--- src/iobdc_pkg.sv ---
// package of constants and a bit-index helper for the io bus control-line block
package iobdc_pkg;
    // ========================================================
    // clock and timing
    localparam int CLK_PERIOD_NS = 8;
    localparam int CLEAR_PULSE_NS = 250;
    localparam int SYNC_PULSE_NS = 250;
    localparam int SYNC_PERIOD_NS = 1000;
    // a pulse width is a least time: round up
    localparam int CLEAR_CYCLES =
        (CLEAR_PULSE_NS + CLK_PERIOD_NS - 1) / CLK_PERIOD_NS;
    localparam int SYNC_HIGH_CYCLES =
        (SYNC_PULSE_NS + CLK_PERIOD_NS - 1) / CLK_PERIOD_NS;
    // the sync period is a rate: exact division
    localparam int SYNC_PERIOD_CYCLES = SYNC_PERIOD_NS / CLK_PERIOD_NS;
    localparam int CNT_W = 8;
    // ========================================================
    // instruction and bus geometry
    localparam int DATA_W = 18;
    localparam int INSTR_SD_LOW_BIT = 12;
    localparam int INSTR_SD_HIGH_BIT = 13;
    localparam int INSTR_PULSE1_BIT = 17;
    localparam int ADDR_BIT_SKIP = 1;
    localparam int ADDR_BIT_WRITE = 2;
    localparam logic [DATA_W-1:0] TRAP_ADDR = 18'h00000;
    localparam logic [DATA_W-1:0] TRAP_FETCH_ADDR = 18'h00001;
    localparam logic [DATA_W-1:0] STATUS_RESET = 18'h00000;
    // ========================================================
    // bit index within the 18-bit word, bit 0 is msb as printed
    function automatic int iobdc_bit(input int printed);
        return DATA_W - 1 - printed;
    endfunction
endpackage

--- src/iobdc_bus_if.sv ---
// interface carrying the control lines between processor and controller
`timescale 1ns/1ps
interface iobdc_bus_if;
    logic busPowerClear;
    logic busSync;
    logic busRun;
    logic readStatus;
    logic subdeviceSelectLow;
    logic subdeviceSelectHigh;
    logic firstIoPulse;
    logic wordCountOverflow;
    logic singleCycleBreak;
    logic [17:0] statusData;
    logic programInterruptRequest;
    logic inputWordRequest;
    logic outputWordRequest;
    logic singleCycleRequest;
    logic skipConditionRequest;
    logic addressIncrementInhibit;
    logic channelRequest;
    logic priorityInterruptRequest;

    modport processor (
        output busPowerClear, busSync, busRun, readStatus,
        output subdeviceSelectLow, subdeviceSelectHigh, firstIoPulse,
        output wordCountOverflow, singleCycleBreak,
        input statusData, programInterruptRequest, inputWordRequest,
        input outputWordRequest, singleCycleRequest,
        input skipConditionRequest, addressIncrementInhibit,
        input channelRequest, priorityInterruptRequest
    );
    modport controller (
        input busPowerClear, busSync, busRun, readStatus,
        input subdeviceSelectLow, subdeviceSelectHigh, firstIoPulse,
        input wordCountOverflow, singleCycleBreak,
        output statusData, programInterruptRequest, inputWordRequest,
        output outputWordRequest, singleCycleRequest,
        output skipConditionRequest, addressIncrementInhibit,
        output channelRequest, priorityInterruptRequest
    );
endinterface

--- src/iobdc_processor.sv ---
// processor end: drives clear, sync, run, strobes; samples requests
`timescale 1ns/1ps
module iobdc_processor
(
    input wire logic mclk,
    input wire logic srst,
    input wire logic clkEn,
    iobdc_bus_if.processor bus,
    input wire logic clearRequest,
    input wire logic runEnable,
    input wire logic instrValid,
    input wire logic [iobdc_pkg::DATA_W-1:0] instrWord,
    input wire logic readStatusInstruction,
    input wire logic singleCycleBreakIn,
    input wire logic countBecameZero,
    output logic [iobdc_pkg::DATA_W-1:0] statusCapture,
    output logic statusValid,
    output logic skipTaken,
    output logic interruptTrap,
    output logic [iobdc_pkg::DATA_W-1:0] trapAddress,
    output logic [iobdc_pkg::DATA_W-1:0] trapFetchAddress,
    output logic transferRequested,
    output logic transferIsInput,
    output logic incrementInhibited
);
    import iobdc_pkg::*;

    typedef struct packed {
        logic [CNT_W-1:0] syncCnt;
        logic [CNT_W-1:0] clearCnt;
        logic run;
        logic statusStrobe;
        logic sdLow;
        logic sdHigh;
        logic pulse1;
        logic overflow;
        logic [DATA_W-1:0] status;
        logic statusValid;
        logic skip;
        logic trap;
        logic xferReq;
        logic xferIn;
        logic incInhibit;
    } iobdc_proc_t;

    iobdc_proc_t cur;
    iobdc_proc_t next_cur;

    // ========================================================
    // next state
    always_comb
    begin
        next_cur = cur;
        // 1 MHz sync, high for the first 32 cycles (256 ns) of each microsecond
        if (cur.syncCnt == CNT_W'(SYNC_PERIOD_CYCLES - 1))
            next_cur.syncCnt = '0;
        else
            next_cur.syncCnt = cur.syncCnt + 8'h01;
        // clear pulse restarts on a request or on any change of run
        if (clearRequest || (cur.run && !runEnable)
            || (!cur.run && runEnable))
            next_cur.clearCnt = CNT_W'(CLEAR_CYCLES);
        else if (cur.clearCnt != '0)
            next_cur.clearCnt = cur.clearCnt - 8'h01;
        next_cur.run = runEnable;
        next_cur.statusStrobe = readStatusInstruction;
        next_cur.pulse1 = 1'b0;
        if (instrValid)
        begin
            // subdevice lines come from the instruction word
            next_cur.sdLow = instrWord[iobdc_bit(INSTR_SD_LOW_BIT)];
            next_cur.sdHigh = instrWord[iobdc_bit(INSTR_SD_HIGH_BIT)];
            next_cur.pulse1 = instrWord[iobdc_bit(INSTR_PULSE1_BIT)];
        end
        next_cur.overflow = countBecameZero;
        // status gated onto the data lines during the strobe
        next_cur.statusValid = cur.statusStrobe;
        if (cur.statusStrobe)
            next_cur.status = bus.statusData;
        // skip seen while first pulse is out, not in a break
        next_cur.skip = cur.pulse1 && !singleCycleBreakIn
            && bus.skipConditionRequest;
        next_cur.trap = bus.programInterruptRequest && cur.run;
        next_cur.xferReq = bus.singleCycleRequest;
        next_cur.xferIn = bus.singleCycleRequest
            && bus.channelRequest;
        next_cur.incInhibit = bus.addressIncrementInhibit;
    end

    // ========================================================
    // state register
    always_ff @(posedge mclk)
    begin
        if (srst)
            cur <= '0;
        else if (clkEn)
            cur <= next_cur;
    end

    // ========================================================
    // bus outputs
    assign bus.busSync = cur.syncCnt < CNT_W'(SYNC_HIGH_CYCLES);
    assign bus.busPowerClear = cur.clearCnt != '0;
    assign bus.busRun = cur.run;
    assign bus.readStatus = cur.statusStrobe;
    assign bus.subdeviceSelectLow = cur.sdLow;
    assign bus.subdeviceSelectHigh = cur.sdHigh;
    assign bus.firstIoPulse = cur.pulse1;
    assign bus.wordCountOverflow = cur.overflow;
    assign bus.singleCycleBreak = singleCycleBreakIn;

    // user-side outputs
    assign statusCapture = cur.status;
    assign statusValid = cur.statusValid;
    assign skipTaken = cur.skip; // pc advances by one
    assign interruptTrap = cur.trap;
    assign trapAddress = TRAP_ADDR;
    assign trapFetchAddress = TRAP_FETCH_ADDR;
    assign transferRequested = cur.xferReq;
    assign transferIsInput = cur.xferIn;
    assign incrementInhibited = cur.incInhibit;
endmodule

--- src/flat_wrapper.sv ---
// flat-port wrapper written by rule: the top's interface ports become plain ports
module iobdc_processor_flat import iobdc_pkg::*;
  (mclk, srst, clkEn, clearRequest, runEnable, instrValid, instrWord, readStatusInstruction, singleCycleBreakIn, countBecameZero, statusCapture, statusValid, skipTaken, interruptTrap, trapAddress, trapFetchAddress, transferRequested, transferIsInput, incrementInhibited, bus_busPowerClear, bus_busSync, bus_busRun, bus_readStatus, bus_subdeviceSelectLow, bus_subdeviceSelectHigh, bus_firstIoPulse, bus_wordCountOverflow, bus_singleCycleBreak, bus_statusData, bus_programInterruptRequest, bus_inputWordRequest, bus_outputWordRequest, bus_singleCycleRequest, bus_skipConditionRequest, bus_addressIncrementInhibit, bus_channelRequest, bus_priorityInterruptRequest);
  iobdc_bus_if bus_i ();
  input wire logic mclk;
  input wire logic srst;
  input wire logic clkEn;
  input wire logic clearRequest;
  input wire logic runEnable;
  input wire logic instrValid;
  input wire logic [iobdc_pkg::DATA_W-1:0] instrWord;
  input wire logic readStatusInstruction;
  input wire logic singleCycleBreakIn;
  input wire logic countBecameZero;
  output logic [iobdc_pkg::DATA_W-1:0] statusCapture;
  output logic statusValid;
  output logic skipTaken;
  output logic interruptTrap;
  output logic [iobdc_pkg::DATA_W-1:0] trapAddress;
  output logic [iobdc_pkg::DATA_W-1:0] trapFetchAddress;
  output logic transferRequested;
  output logic transferIsInput;
  output logic incrementInhibited;
  output wire logic [$bits(bus_i.busPowerClear)-1:0] bus_busPowerClear;
  output wire logic [$bits(bus_i.busSync)-1:0] bus_busSync;
  output wire logic [$bits(bus_i.busRun)-1:0] bus_busRun;
  output wire logic [$bits(bus_i.readStatus)-1:0] bus_readStatus;
  output wire logic [$bits(bus_i.subdeviceSelectLow)-1:0] bus_subdeviceSelectLow;
  output wire logic [$bits(bus_i.subdeviceSelectHigh)-1:0] bus_subdeviceSelectHigh;
  output wire logic [$bits(bus_i.firstIoPulse)-1:0] bus_firstIoPulse;
  output wire logic [$bits(bus_i.wordCountOverflow)-1:0] bus_wordCountOverflow;
  output wire logic [$bits(bus_i.singleCycleBreak)-1:0] bus_singleCycleBreak;
  input wire logic [$bits(bus_i.statusData)-1:0] bus_statusData;
  input wire logic [$bits(bus_i.programInterruptRequest)-1:0] bus_programInterruptRequest;
  input wire logic [$bits(bus_i.inputWordRequest)-1:0] bus_inputWordRequest;
  input wire logic [$bits(bus_i.outputWordRequest)-1:0] bus_outputWordRequest;
  input wire logic [$bits(bus_i.singleCycleRequest)-1:0] bus_singleCycleRequest;
  input wire logic [$bits(bus_i.skipConditionRequest)-1:0] bus_skipConditionRequest;
  input wire logic [$bits(bus_i.addressIncrementInhibit)-1:0] bus_addressIncrementInhibit;
  input wire logic [$bits(bus_i.channelRequest)-1:0] bus_channelRequest;
  input wire logic [$bits(bus_i.priorityInterruptRequest)-1:0] bus_priorityInterruptRequest;
  assign bus_busPowerClear = bus_i.busPowerClear;
  assign bus_busSync = bus_i.busSync;
  assign bus_busRun = bus_i.busRun;
  assign bus_readStatus = bus_i.readStatus;
  assign bus_subdeviceSelectLow = bus_i.subdeviceSelectLow;
  assign bus_subdeviceSelectHigh = bus_i.subdeviceSelectHigh;
  assign bus_firstIoPulse = bus_i.firstIoPulse;
  assign bus_wordCountOverflow = bus_i.wordCountOverflow;
  assign bus_singleCycleBreak = bus_i.singleCycleBreak;
  assign bus_i.statusData = bus_statusData;
  assign bus_i.programInterruptRequest = bus_programInterruptRequest;
  assign bus_i.inputWordRequest = bus_inputWordRequest;
  assign bus_i.outputWordRequest = bus_outputWordRequest;
  assign bus_i.singleCycleRequest = bus_singleCycleRequest;
  assign bus_i.skipConditionRequest = bus_skipConditionRequest;
  assign bus_i.addressIncrementInhibit = bus_addressIncrementInhibit;
  assign bus_i.channelRequest = bus_channelRequest;
  assign bus_i.priorityInterruptRequest = bus_priorityInterruptRequest;
  iobdc_processor u_core (.mclk(mclk), .srst(srst), .clkEn(clkEn), .bus(bus_i), .clearRequest(clearRequest), .runEnable(runEnable), .instrValid(instrValid), .instrWord(instrWord), .readStatusInstruction(readStatusInstruction), .singleCycleBreakIn(singleCycleBreakIn), .countBecameZero(countBecameZero), .statusCapture(statusCapture), .statusValid(statusValid), .skipTaken(skipTaken), .interruptTrap(interruptTrap), .trapAddress(trapAddress), .trapFetchAddress(trapFetchAddress), .transferRequested(transferRequested), .transferIsInput(transferIsInput), .incrementInhibited(incrementInhibited));
endmodule
--- config.mk ---
export PLATFORM = sky130hd
export DESIGN_NAME = iobdc_processor_flat
export DESIGN_NICKNAME = d
export VERILOG_FILES = /design/src/iobdc_pkg.sv /design/src/iobdc_bus_if.sv /design/src/iobdc_processor.sv /design/src/flat_wrapper.sv
export SDC_FILE = /design/constraint.sdc
export NUM_CORES = 1
export LEC_CHECK = 0
export CORE_MARGIN = 2
export CORE_UTILIZATION = 55
export DETAILED_ROUTE_END_ITERATION = 10
export DONT_BUFFER_PORTS = 1
export GPL_TIMING_DRIVEN = 0
export PLACE_DENSITY = 0.82
export SYNTH_ARGS = -nofsm -noshare
export SYNTH_HDL_FRONTEND = slang
export SYNTH_SLANG_ARGS = --single-unit
--- constraint.sdc ---
create_clock -name mclk -period 1.9 [get_ports mclk]
set_clock_uncertainty 0.1 [all_clocks]
set_input_delay 0.38 -clock mclk [delete_from_list [all_inputs] [get_ports mclk]]
set_output_delay 0.38 -clock mclk [all_outputs]
set_load 0.03 [all_outputs]
==> results.json <==
{
  "max_stage_delay_ns": 0.56,
  "wirelength_mm": 4.38,
  "syn-instance-count": 275,
  "numPortBuffers": 0,
  "setup_viol": 9,
  "place_congestion": 0.830,
  "synth_top_flop_cell": "dfxtp_1",
  "cts_root_buffer": "clkbuf_8",
  "num-fill-cells": 334,
  "avgRoutedWirePerCell_um": 11.7,
  "irDropWorstVdd_mv": 0.522,
  "cp-start-kind": "flop",
  "synth.top_cells.by_area": "dfxtp_1, buf_4, nand2_1",
  "fin_crit_sh_pct": 104,
  "synth_top_cell_by_area": "dfxtp_1",
  "yosysMostFrequentCell": "buf_4",
  "yosys.area.top_type_share_pct": 40.2,
  "num_io_pins": 122,
  "max_cap_violations": 0,
  "clockBufferDepth": 2,
  "seqCellArea_sq_um": 927,
  "relSlewSlack_pct": 64.2,
  "synth-edff-count": 0,
  "report.final.slew_viol_count": 0,
  "diodes": 0,
  "worst_pin_slew_ns": 0.533,
  "grt_usage_pct": 18.7,
  "cp_num_buf_inv": 0,
  "fin_util_pct": 67.9,
  "critPathKind": "flop to primary output",
  "nNetsFinal": 381,
  "drive_gt1_share_pct": 31.1,
  "synth-seq-area-share_pct": 40.2,
  "tritoncts": "done",
  "grt_overflow": 0,
  "die_h_um": 68.5,
  "final_hold_viol_count": 0,
  "multi_input_area_sq_mm": 0.00107,
  "power_density_mw_per_mm2": 831,
  "first_global_vias": 1511,
  "grt_max_degree": 15,
  "crit_chain": "or4_4 > or2_4",
  "numCtsBuffers": 5,
  "min_period_ns": 1.99,
  "crit_family": "simple AND/OR/NAND/NOR gates",
  "clock_sinks": 46,
  "vias": 1749,
  "fmax_mhz": 504,
  "slowest_stage": "or4_4",
  "endpoint_kind": "primary output",
  "tns_ns": -0.602,
  "syn_area_per_cell_sq_um": 8.33,
  "grt_pass1_wl_mm": 6.58,
  "dp_hpwl_mm": 3.20,
  "synth.distinct_cells": 32,
  "largest_reg_flops": 18,
  "status": "finished, violations left",
  "rsz0062_at_grt": "true",
  "post_cts_hold_buffer_count": 0,
  "start_util_pct": 57.3,
  "netlist_top_cells_count": "buf_4, dfxtp_1, nand2_1, a21oi_1, nor2_1",
  "yosys_warnings": 0,
  "leakagePower_nw": 1.22,
  "viasPerCell": 4.66,
  "hold_path_class": "input port to flop",
  "clkLatencyLatePin_ns": 0.30,
  "worstPathRequired_ns": 1.42,
  "fin_ws_ns": -0.0852,
  "antenna_found_initial": 0,
  "first_pass_iters": 4,
  "htree_num_levels": 2,
  "syn2layout_area_growth_pct": 18.6,
  "critPathMaxFanout": 3,
  "synthArstFlopShare_pct": 0,
  "ys_ff_latch": 46,
  "row_count": 23,
  "cp.arrival_ns": 1.51,
  "drt-initial-drc-count": 85,
  "postRouteAntennaNets": 0,
  "coreArea_sq_mm": 0.00400,
  "fp.dieW_um": 68.5,
  "clkTransAtPathRegs_ns": 0.09,
  "synth_area_sq_mm": 0.00229,
  "violations": "negative setup slack",
  "fp.dieArea_sq_mm": 0.00470,
  "route.detailed.drc": 0
}
-- power by group --
group | switching, W | internal [W] | leakage [nW]
combinational | 0.000282 | 0.000198 | 0.783
sequential | 0.0000602 | 0.00101 | 0.377
clock | 0.000325 | 0.000387 | 0.0579
-- final timing paths --
path | cells after the start | startpoint | slack (ns) | endpoint
hold / removal | 2 | bus_statusData[17] | 0.11 | u_core.statusCapture[17]
setup / recovery | 2 | u_core.cur[32] | -0.09 | bus_busPowerClear
hold reg to reg | 2 | u_core.statusCapture[10] | 0.36 | u_core.statusCapture[10]
setup reg to reg | 7 | u_core.cur[30] | -0.08 | u_core.cur[35]
-- through the flow --
| stage | instances | hold slack [ns] | worst slack (ns) | cell area (sq um) | total power [W] |
|---|---|---|---|---|---|
| 2_1_floorplan | 309 | 0.337 | 0.00921 | 2420 | 0.00146 |
| 3_3_place_gp | 359 | 0.343 | -0.130 | 2480 | 0.00150 |
| 3_5_place_dp | 359 | 0.347 | -0.155 | 2480 | 0.00151 |
| 4_1_cts | 372 | 0.105 | -0.112 | 2670 | 0.00224 |
| 5_1_grt | 375 | 0.104 | -0.184 | 2720 | 0.00236 |
| 6_report | 375 | 0.108 | -0.0852 | 2720 | 0.00226 |
-- final cells by class --
class | instances | area share (%)
multi-input combinational | 191 | 39.5
tap | 50 | 2.30
clock buffer | 5 | 2.53
sequential | 46 | 34.1
clock inverter | 3 | 1.47
buffer | 66 | 17.0
inverter | 6 | 0.829
timing repair buffer | 8 | 2.21
-- cells in the final DEF, fill, tap and decap left out, types with 2 or more instances in the layout --
master | synthesis | final
dfxtp_2 | 0 | 5
o21ai_0 | 6 | 2
clkinv_2 | 0 | 2
nor2_1 | 14 | 14
nand2_1 | 44 | 44
mux2i_1 | 6 | 6
or3_2 | 6 | 4
dfxtp_1 | 46 | 41
buf_4 | 55 | 63
inv_1 | 6 | 4
clkbuf_1 | 10 | 9
conb_1 | 2 | 36
o21ai_1 | 2 | 3
o21ai_2 | 0 | 3
clkbuf_8 | 0 | 5
or3_1 | 2 | 2
inv_2 | 0 | 2
nand4_1 | 2 | 2
ha_1 | 4 | 3
xor2_1 | 6 | 5
nand2b_1 | 6 | 6
or3_4 | 0 | 2
a21oi_1 | 32 | 31
nand3_1 | 9 | 9
-- kinds of logic after synthesis --
| group | synth area share (%) |
|---|---|
| and+or+nand+nor | 19.9 |
| buffers and inverters | 21.1 |
| muxes | 2.62 |
| DFF | 40.2 |
| xor gates and xnor gates | 3.06 |
| other | 0.328 |
| AOI/OAI and AO/OA | 10.6 |
| adders and majority gates | 2.18 |
-- metal layers --
layer,GRT usage [%],vias up,part of all wire [%]
met5,0,-,0
met4,6.50,0,1.5
met3,5.68,9,8.8
met2,31.5,71,50
met1,22.6,761,40
li1,-,908,-
-- timing repair --
action | CTS | global route
setup endpoints to repair | 10 | 19
setup buffers | 4 | 3
gates cloned | 1 | 0
pin swaps | 10 | 7
resized for setup | 16 | 9
Power figures use the tool's default switching activity.
